--- src/lfs_pkg.sv ---
// Package for the LED driver fault supervisor: timing counts, states, carriers.
// Assumes a 20 MHz oscillator-derived clock on every register.
package lfs_pkg;

	localparam int unsigned CLK_MHZ           = 20;
	// Undervoltage glitch filter: longest ignored glitch, rounded down
	localparam int unsigned UV_FILTER_US      = 50;
	localparam int unsigned UV_FILTER_CYC     = UV_FILTER_US * CLK_MHZ;
	// Enable-low shutdown time, in oscillator cycles
	localparam int unsigned EN_LOW_CYC        = 32750;
	// Partial-overcurrent timeout, in oscillator cycles
	localparam int unsigned POC_TIMEOUT_CYC   = 10000;
	// Sync-pin-low fast shutdown: least time, rounded up (ns)
	localparam int unsigned SYNC_LOW_NS       = 7000;
	localparam int unsigned CLK_PERIOD_NS     = 50;
	localparam int unsigned SYNC_LOW_CYC      =
		(SYNC_LOW_NS + CLK_PERIOD_NS - 1) / CLK_PERIOD_NS;
	// Startup blanking of the partial-overcurrent check
	localparam int unsigned STARTUP_BLANK_CYC = 64;

	localparam int unsigned CNT_W = 16;

	typedef enum logic [1:0] {
		LFS_OFF   = 2'b00,
		LFS_START = 2'b01,
		LFS_RUN   = 2'b11,
		LFS_SHDN  = 2'b10
	} lfs_state_t;

	// Analog comparator results, asynchronous to the clock
	typedef struct packed {
		logic supply_above_rise;
		logic sense_above_rise;
		logic supply_below_fall;
		logic supply_below_shutdown;
		logic sw_cycle_limit;
		logic sw_secondary_limit;
		logic in_over_1x;
		logic in_over_2x;
		logic sw_secondary_ovp;
	} lfs_sense_t;

	// Power stage drive
	typedef struct packed {
		logic boost_en;
		logic gate_on;
		logic sinks_on;
	} lfs_drive_t;

endpackage

--- src/lfs_supervisor.sv ---
// LED driver fault supervisor: undervoltage lockout, enable-low shutdown,
// latched and auto-restart faults, fault flag and power stage control.
// Assumes comparator levels and host pins asynchronous to i_core_clk.
//
// Notes on behaviour
// - Enable when supply and sense above rise
// - Disable after supply low over 50 us
// - Shut down below the 4.35 V level
// - Enable low 32750 cycles: shutdown, clear faults
// - In shutdown sinks off; wake on enable
// - Startup blanks some protection checks
// - Cycle limit: boost off only while the limit holds
// - Secondary switch limit latches all off
// - Twice input trip latches all off
// - One-to-two times trip: flag, keep running
// - Secondary overvoltage latches all off
// - Sync pin low over 7 us stops
// - Partial overcurrent ends within 10000 cycles
// - Undervoltage lockout clears latched faults
`timescale 1ns/1ps
`default_nettype none
module lfs_supervisor (
	// Clock and reset
	input  wire logic               i_core_clk,
	input  wire logic               i_srst,
	// Host pins
	input  wire logic               i_enable_dim,
	input  wire logic               i_freq_select_sync_pin,
	// Analog comparators
	input  wire lfs_pkg::lfs_sense_t i_sense,
	// Power stage and flag
	output var  lfs_pkg::lfs_drive_t o_drive,
	output var  logic               o_fault_flag,
	output var  logic               o_low_power
);
	import lfs_pkg::*;

	//--------------------------------------------------------------
	// Input synchronisers
	//--------------------------------------------------------------
	localparam int NS = 11;
	logic [NS-1:0] raw_in;
	logic [NS-1:0] syn;
	assign raw_in = {i_enable_dim, i_freq_select_sync_pin, i_sense};

	genvar g;
	generate
		for (g = 0; g < NS; g++) begin : g_sync
			lfs_sync3 #(.RST_VAL(g == NS - 2 ? 1'b1 : 1'b0)) u_sync (
				.i_core_clk (i_core_clk),
				.i_srst     (i_srst),
				.i_pin      (raw_in[g]),
				.o_level    (syn[g])
			);
		end
	endgenerate

	lfs_sense_t s;
	wire        en_pin   = syn[NS-1];
	wire        sync_pin = syn[NS-2];
	assign s = lfs_sense_t'(syn[NS-3:0]);

	//--------------------------------------------------------------
	// Undervoltage lockout
	//--------------------------------------------------------------
	logic             uv_ok;
	logic [CNT_W-1:0] uv_cnt;
	wire rise_ok   = s.supply_above_rise && s.sense_above_rise;
	wire uv_expire = (uv_cnt >= CNT_W'(UV_FILTER_CYC));
	wire uv_trip   = uv_ok && (s.supply_below_shutdown || uv_expire);
	wire next_uv_ok = uv_ok ? !uv_trip : rise_ok;

	always_ff @(posedge i_core_clk) begin
		if (i_srst) begin
			uv_cnt <= '0;
			uv_ok  <= 1'b0;
		end else begin
			if (!s.supply_below_fall || !uv_ok) begin
				uv_cnt <= '0;
			end else if (!uv_expire) begin
				uv_cnt <= uv_cnt + CNT_W'(1);
			end
			uv_ok <= next_uv_ok;
		end
	end

	//--------------------------------------------------------------
	// Enable-low shutdown counter
	//--------------------------------------------------------------
	logic [CNT_W-1:0] en_cnt;
	wire en_done = (en_cnt >= CNT_W'(EN_LOW_CYC));

	always_ff @(posedge i_core_clk) begin
		if (i_srst || en_pin) begin
			en_cnt <= '0;
		end else if (!en_done) begin
			en_cnt <= en_cnt + CNT_W'(1);
		end
	end

	//--------------------------------------------------------------
	// Sync-pin-low fast stop
	//--------------------------------------------------------------
	logic [CNT_W-1:0] sy_cnt;
	wire sync_stop = (sy_cnt >= CNT_W'(SYNC_LOW_CYC));

	always_ff @(posedge i_core_clk) begin
		if (i_srst || sync_pin) begin
			sy_cnt <= '0;
		end else if (!sync_stop) begin
			sy_cnt <= sy_cnt + CNT_W'(1);
		end
	end

	//--------------------------------------------------------------
	// Sequencer
	//--------------------------------------------------------------
	lfs_state_t       state;
	lfs_state_t       next_state;
	logic [CNT_W-1:0] st_cnt;
	wire blank_done = (st_cnt >= CNT_W'(STARTUP_BLANK_CYC));

	always_comb begin
		next_state = state;
		case (state)
			LFS_OFF:   if (uv_ok) next_state = LFS_START;
			LFS_START: if (blank_done) next_state = LFS_RUN;
			LFS_RUN:   if (en_done) next_state = LFS_SHDN;
			LFS_SHDN:  if (en_pin) next_state = LFS_START;
			default:   next_state = LFS_OFF;
		endcase
		if (state == LFS_START && en_done) begin
			next_state = LFS_SHDN;
		end
		if (!uv_ok) begin
			next_state = LFS_OFF;
		end
	end

	always_ff @(posedge i_core_clk) begin
		if (i_srst) begin
			state  <= LFS_OFF;
			st_cnt <= '0;
		end else begin
			state <= next_state;
			if (state != LFS_START) begin
				st_cnt <= '0;
			end else if (!blank_done) begin
				st_cnt <= st_cnt + CNT_W'(1);
			end
		end
	end

	//--------------------------------------------------------------
	// Fault latches and partial overcurrent
	//--------------------------------------------------------------
	logic             latched;
	logic             poc_active;
	logic [CNT_W-1:0] poc_cnt;
	wire active     = (state == LFS_START) || (state == LFS_RUN);
	wire clear_all  = !uv_ok || (state == LFS_SHDN);
	wire poc_expire = (poc_cnt >= CNT_W'(POC_TIMEOUT_CYC));
	wire hard_trip  = active &&
		(s.sw_secondary_limit || s.in_over_2x || s.sw_secondary_ovp ||
		 (poc_active && poc_expire));
	wire poc_check  = (state == LFS_RUN) && s.in_over_1x && !latched;

	always_ff @(posedge i_core_clk) begin
		if (i_srst || clear_all) begin
			latched    <= 1'b0;
			poc_active <= 1'b0;
			poc_cnt    <= '0;
		end else begin
			if (hard_trip) begin
				latched <= 1'b1;
			end
			poc_active <= poc_check && !poc_expire;
			if (!poc_check) begin
				poc_cnt <= '0;
			end else if (!poc_expire) begin
				poc_cnt <= poc_cnt + CNT_W'(1);
			end
		end
	end

	//--------------------------------------------------------------
	// Outputs
	//--------------------------------------------------------------
	wire run_ok    = active && !latched && !hard_trip && !sync_stop;
	lfs_drive_t next_drive;
	assign next_drive.gate_on  = run_ok;
	assign next_drive.sinks_on = run_ok && (state == LFS_RUN);
	assign next_drive.boost_en = run_ok && !s.sw_cycle_limit;
	wire next_flag = latched || hard_trip || poc_active;

	always_ff @(posedge i_core_clk) begin
		if (i_srst) begin
			o_drive      <= '0;
			o_fault_flag <= 1'b0;
			o_low_power  <= 1'b0;
		end else begin
			o_drive      <= next_drive;
			o_fault_flag <= next_flag && !clear_all;
			o_low_power  <= (state == LFS_SHDN);
		end
	end
endmodule
`default_nettype wire

--- src/lfs_sync3.sv ---
// Three-stage pin synchroniser; output changes when stages two and three agree.
// Assumes a single clock and a synchronous active-high reset.
`timescale 1ns/1ps
`default_nettype none
module lfs_sync3 #(
	parameter logic RST_VAL = 1'b0
) (
	// Clock and reset
	input  wire logic i_core_clk,
	input  wire logic i_srst,
	// Pin and result
	input  wire logic i_pin,
	output var  logic o_level
);
	logic s1;
	logic s2;
	logic s3;
	wire  agree = (s2 == s3);

	always_ff @(posedge i_core_clk) begin
		if (i_srst) begin
			s1      <= RST_VAL;
			s2      <= RST_VAL;
			s3      <= RST_VAL;
			o_level <= RST_VAL;
		end else begin
			s1 <= i_pin;
			s2 <= s1;
			s3 <= s2;
			if (agree) begin
				o_level <= s3;
			end
		end
	end
endmodule
`default_nettype wire

--- config.mk ---
export PLATFORM = sky130hd
export DESIGN_NAME = lfs_supervisor
export DESIGN_NICKNAME = d
export VERILOG_FILES = /design/src/lfs_pkg.sv /design/src/lfs_supervisor.sv /design/src/lfs_sync3.sv
export SDC_FILE = /design/constraint.sdc
export NUM_CORES = 1
export LEC_CHECK = 0
export BUFFER_PORTS_ARGS = -buffer_cell sky130_fd_sc_hd__buf_2
export CAP_MARGIN = 20
export CELL_PAD_IN_SITES_DETAIL_PLACEMENT = 1
export CELL_PAD_IN_SITES_GLOBAL_PLACEMENT = 1
export CORE_UTILIZATION = 48
export DETAILED_ROUTE_END_ITERATION = 12
export GPL_TIMING_DRIVEN = 0
export PLACE_DENSITY_LB_ADDON = 0.3
export SLEW_MARGIN = 20
export SYNTH_ARGS = -nofsm -noshare
export SYNTH_HDL_FRONTEND = slang
export SYNTH_HIERARCHICAL = 1
export SYNTH_SLANG_ARGS = --single-unit
--- constraint.sdc ---
create_clock -name i_core_clk -period 2.3 [get_ports i_core_clk]
set_input_delay 0.69 -clock i_core_clk [delete_from_list [all_inputs] [get_ports i_core_clk]]
set_output_delay 0.69 -clock i_core_clk [all_outputs]
set_load 0.01 [all_outputs]
# Word-level counts from Yosys, hierarchy flattened
# Index checks and enable logic that the tools add are counted.
dict set report classes {
  order_cmp 5
  n_mul 0
  n_bitwise 2
  n_div 0
  reduce_logical 43
  mux 6
  shift 0
  eq_ne 21
  n_addsub 5
}
# cell count
set ops {}
lappend ops {{$add A16 B1 Y16 const B} 5}
lappend ops {{$ge A16 B10 Y1 const B} 1}
lappend ops {{$ge A16 B14 Y1 const B} 1}
lappend ops {{$ge A16 B15 Y1 const B} 1}
lappend ops {{$ge A16 B7 Y1 const B} 1}
lappend ops {{$ge A16 B8 Y1 const B} 1}
lappend ops {{$logic_and A1 B1 Y1} 14}
lappend ops {{$logic_or A1 B1 Y1} 12}
lappend ops {{$eq A1 B1 Y1} 11}
lappend ops {{$logic_not A1 Y1} 9}
lappend ops {{$mux W2} 4}
lappend ops {{$pmux W2 S4} 1}
lappend ops {{$reduce_or A2 Y1} 4}
lappend ops {{$ne A3 B2 Y1 const B} 2}
lappend ops {{$reduce_and A3 Y1} 2}
lappend ops {{$eq A2 B2 Y1 const B} 2}
lappend ops {{$ne A2 B1 Y1 const B} 2}
lappend ops {{$ne A2 B2 Y1 const B} 2}
lappend ops {{$ne A3 B3 Y1 const B} 1}
lappend ops {{$reduce_or A3 Y1} 1}
lappend ops {{$eq A2 B1 Y1 const B} 1}
lappend ops {{$logic_not A2 Y1} 1}
lappend ops {{$not A1 Y1} 2}
lappend ops {{$mux W1} 1}
dict set report word_totals {
  inputBits 13
  ram_bits 0
  output_inout_bits 5
  register_bits 134
  mem_count 0
  rom_bits 0
  latchBits 0
}

# Longest topological paths before layout
dict set report logic_depth {
  ltp_word 8
  depth_mapped 7
  ltp_nobuf 6
}

# By module
# The synthesis kept the hierarchy.
# module instances area_each_um2 cells_each
set modules_own_cells {}
lappend modules_own_cells {lfs_supervisor 1 3991.3 446}
lappend modules_own_cells {{lfs_sync3 at g_sync[0].u_sync ...} 10 112.6 10}
lappend modules_own_cells {{lfs_sync3 at g_sync[9].u_sync} 1 115.1 10}

# Least setup slack after synthesis
# OpenSTA, ideal clock, no wires.
dict set report synth_timing {
  path_type {input to register}
  startpoint {input port i_srst}
  endpoint {register uv_cnt[6]}
  setup_ps 101
  path_slack_ps 332
  arrival_ps 1867
  required_ps 2199
  path_stages 6
  n_path_buf 2
  path_cell_list {clkbuf_1 -> nand2b_1 -> or2_2 -> clkbuf_1 -> or2_2 -> o41ai_1}
}
dict set report synth_between {
  elab_chain_cells 1
}
# element line_no
set synth_rtl {}
lappend synth_rtl {{from (decl)} lfs_supervisor.sv:25} ;# input wire logic i_srst,
lappend synth_rtl {{$reduce_or A2 Y1 (no line)} --}
lappend synth_rtl {{to (signal assigned)} lfs_supervisor.sv:81} ;# uv_cnt <= uv_cnt + CNT_W'(1);
lappend synth_rtl {{to (decl)} lfs_supervisor.sv:67} ;# logic [CNT_W-1:0] uv_cnt;
# Every way passes these cells.
# A chain may end at the register's enable or synchronous reset.

# Worst setup path after layout
dict set report layout_timing {
  startpoint {register poc_cnt[7]}
  endpoint {register o_drive[2] in the netlist's numbering}
}
dict set report layout_between {
  elab_chain_cells 8
}
# element line_no
set layout_rtl {}
lappend layout_rtl {{from (decl)} lfs_supervisor.sv:159} ;# logic [CNT_W-1:0] poc_cnt;
lappend layout_rtl {{from (signal assigned)} lfs_supervisor.sv:181} ;# poc_cnt <= poc_cnt + CNT_W'(1);
lappend layout_rtl {{$ge A16 B14 Y1} lfs_supervisor.sv:162} ;# wire poc_expire = (poc_cnt >= CNT_W'(POC_TIMEOUT_CYC));
lappend layout_rtl {{$logic_and A1 B1 Y1} lfs_supervisor.sv:165} ;# (poc_active && poc_expire));
lappend layout_rtl {{$logic_or A1 B1 Y1} lfs_supervisor.sv:164} ;# (s.sw_secondary_limit || s.in_over_2x || s.sw_secondary_ovp ||
lappend layout_rtl {{$logic_and A1 B1 Y1} lfs_supervisor.sv:163} ;# wire hard_trip = active &&
lappend layout_rtl {{$logic_not A1 Y1} lfs_supervisor.sv:189} ;# wire run_ok = active && !latched && !hard_trip && !sync_stop;
lappend layout_rtl {{$logic_and A1 B1 Y1 (2 in series)} lfs_supervisor.sv:189}
lappend layout_rtl {{$logic_and A1 B1 Y1} lfs_supervisor.sv:193} ;# assign next_drive.boost_en = run_ok && !s.sw_cycle_limit;
lappend layout_rtl {{to (signal assigned)} lfs_supervisor.sv:202} ;# o_drive <= next_drive;
lappend layout_rtl {{to (decl)} lfs_supervisor.sv:32} ;# output var lfs_pkg::lfs_drive_t o_drive,
# Every way passes these cells.

==> results by group <==
Yosys
  – EDFF count, synth: 0
  – Ys flop type: dfxtp_1
  – Flops & latches, synth: 134
  – Cells after Synth: 556
  – Top cells by area, synth: dfxtp_1, a21oi_1, nor2b_1
  – Syn nets: 579
  – Avg Cell Area, Syn: 9.41 um^2
  – Top cell type's share of synthesized area: 0.513
  – Cell taking the most area after synthesis: dfxtp_1
  – Synth warn: 6
  – Distinct cell type count after synthesis: 54
  – Ys async rst share: 0
  – Register area share after synthesis: 0.513
  – Mapped Area: 0.00523 mm^2

Layout
  – Final net count: 613
  – Core Util, Final: 0.576
  – Diode count: 0
  – Design Area, Final: 0.00603 mm^2
  – Share of cells above drive strength 1: 0.110
  – Syn-to-layout area delta: 15.3%

Hold path
  – Worst hold stages: 2
  – Min-delay src: i_freq_select_sync_pin
  – Hold Crit Endpoint: g_sync[9].u_sync/s1
  – Type of the tightest min-delay check: input port to flop

Route
  – Total iterations of the first detailed-routing run: 4
  – Routed wire length: 12,700 um
  – Total number of vias: 4,213
  – Final ANT Viol Nets: 0
  – WL/cell: 17.2 um
  – DRC Markers: 0
  – Vias per cell: 5.71
  – Iter 0 DRT Violations: 150

Setup path
  – End of the worst register-to-register path: o_drive[2]
  – Crit path max fanout: 8
  – Crit Path Class: flop to flop
  – Buf+Inv Stages, Crit Path: 1
  – Cell Chain, Critical Path: clkbuf_1 > nor4_1 > o211ai_1 > a211oi_1 > nor4b_1
  – Reg2reg start: poc_cnt[7]
  – Worst reg-to-reg path cell count: 5
  – Crit end category: flop
  – Worst Path Required: 2.69 ns
  – Top delay family on crit path: compound AO/OA/AOI/OAI gates
  – Slowest CP cell: a211oi_1
  – Crit path from: poc_cnt[7]
  – Flop2flop setup slack: 0.22 ns
  – Max incr delay on CP: 0.59 ns
  – WP data arrival: 2.47 ns
  – Startpoint types: flop

Global routing
  – Largest net degree at the start of global routing: 46
  – Grt ovf: 0
  – Total GRT Usage: 0.246
  – Initial antenna violation count: 0
  – Vias in the first global route: 4,529
  – Global-route wire length before repair: 21,800 um

STA
  – Clock Skews: 0.00729 ns
  – Slew at the pin closest to its max-slew limit: 0.710 ns
  – RSZ-0062 raised after global routing: false
  – Relative slew margins: 0.523
  – Fmax: 481 MHz
  – Slew Limit Fails: 0
  – Final min period: 2.08 ns
  – Final worst path period share: 0.904
  – Final Setup Violations: 0
  – Hold Vio Cnt, Final: 0

Place
  – Post-DP HPWL: 7950 um
  – Global placer's final weighted congestion: 0.805
  – Port Buffers: 17
  – Placed cell area: 0.00549 mm^2

Clocking
  – Clk pin slew, worst setup/hold paths: 0.06 ns
  – Hold-fix buffer count after cts: 0
  – CTS tree: built
  – Cts bufs inserted: 17
  – Clock latency at the later pin of the worst-skew pair: 0.52 ns
  – Clock buffer depth: 2
  – Post-CTS Setup Inserts: 0
  – Clk sinks: 134
  – Clock tree root buffer cell: clkbuf_8
  – # H-tree levels: 4

Pwr
  – Worst vdd ir: 0.420 mV
  – LEAKAGE: 2.15 nW
  – Pwr Density: 827 mW/mm^2

Run
  – Max Cap Viol: 0

Floorplan
  – I/O pin total: 18
  – Die width: 106 um
  – Die ar.: 0.0113 mm^2
  – Initial Util: 0.500
  – Row count: 37
  – Core box area: 0.0105 mm^2
  – Die height: 106 um

Outcome
  – Outcome: complete, no violations
## flip-flops by register name (all words and copies together) (netlist names), 2 cells and up
register and cells:
g_sync.u_sync/s2 11, sy_cnt 16, o_drive 3, poc_cnt 16
g_sync.u_sync/s1 11, st_cnt 16, g_sync.u_sync/s3 11, uv_cnt 16
g_sync.u_sync/o_level 11, en_cnt 16, state 2
## cells in the mapped netlist, types with 13 or more instances
cell / n
or4_1: 13
dfxtp_1: 134
and2_1: 27
nand3_1: 24
nand4_1: 13
nand2_1: 38
o21ai_0: 15
nor2_1: 27
nor2b_1: 30
a21oi_1: 39
clkbuf_1: 17
inv_1: 23
## cell type report
class | instances | area (um^2)
buffer | 16 | 63.8
clock buffer | 20 | 445
clock inverter | 11 | 103
fill | 1205 | 4430
inverter | 23 | 86.3
multi-input combinational | 381 | 2390
sequential | 134 | 2680
tap | 136 | 170
timing repair buffer | 17 | 87.6
## cells by family (layout without fill, tap and decap cells)
family	count (synthesis)	in the layout	synth area share
simple gates	249	249	0.278
flops	134	134	0.513
compound gates	102	102	0.120
buf+inv	41	87	0.0301
fa+ha+maj	10	10	0.0239
xor+xnor	10	10	0.0167
mux	10	10	0.0191
## worst max-delay path by stage
| stage | to | slack (ns) | cells past startpoint |
|---|---|---|---|
| floorplan | uv_cnt[6] | 0.33 | 6 |
| global placement | poc_active | -0.72 | 7 |
| detailed placement | poc_cnt[0] | -0.77 | 7 |
| CTS | uv_cnt[13] | 0.002 | 7 |
| global route | o_drive[2] | 0.05 | 5 |
| finish | o_drive[2] | 0.22 | 5 |
## layer usage
metal	GRT usage	vias to the layer above	wire, um
met4	0.106	0	213
met2	0.441	61	6570
met3	0.0509	19	280
li1	-	2046	-
met5	0	-	0
met1	0.282	2087	5650
## layout by cell type, fill, tap and decap left out, types with 12 or more instances in the layout
cell type,count
nor2b_1,30
a21oi_1,39
clkbuf_16,16
clkbuf_1,16
and2_1,27
nand2_1,38
o21ai_0,15
buf_2,16
nor2_1,27
inv_1,23
or3_1,12
nand4_1,13
nand3_1,24
or4_1,13
dfxtp_1,134
## where the power goes
group | switching, mW | internal (mW) | leakage (nW) | total, mW
sequential | 0.0291 | 2.36 | 1.09 | 2.38
combinational | 0.0477 | 0.0428 | 0.803 | 0.0905
clock | 1.02 | 1.49 | 0.263 | 2.51
## per-stage QoR
stage / setup slack [ns] / hold WS, ns / setup TNS [ns] / instances / total power [mW]
global route: 0.0459 / 0.347 / 0 / 738 / 5.14
detailed placement: -0.769 / 0.399 / -26.85 / 709 / 2.52
floorplan: 0.332 / 0.383 / 0 / 556 / 2.48
finish: 0.222 / 0.353 / 0 / 738 / 4.98
global placement: -0.719 / 0.398 / -23.08 / 709 / 2.52
CTS: 0.00245 / 0.335 / 0 / 739 / 5.03
## worst reg2reg max path, stage by stage (launching register included)
cell and delay [ns]:
dfxtp_1 0.29, clkbuf_1 0.17, nor4_1 0.29, o211ai_1 0.21
a211oi_1 0.59, nor4b_1 0.40
## repair_timing
action	4_1_cts	5_1_grt
cloned	0	0
endpoints found under the setup margin	21	11
pin swaps	0	0
gates resized for setup	1	0
No activity file was read; power rests on OpenSTA's default activity.
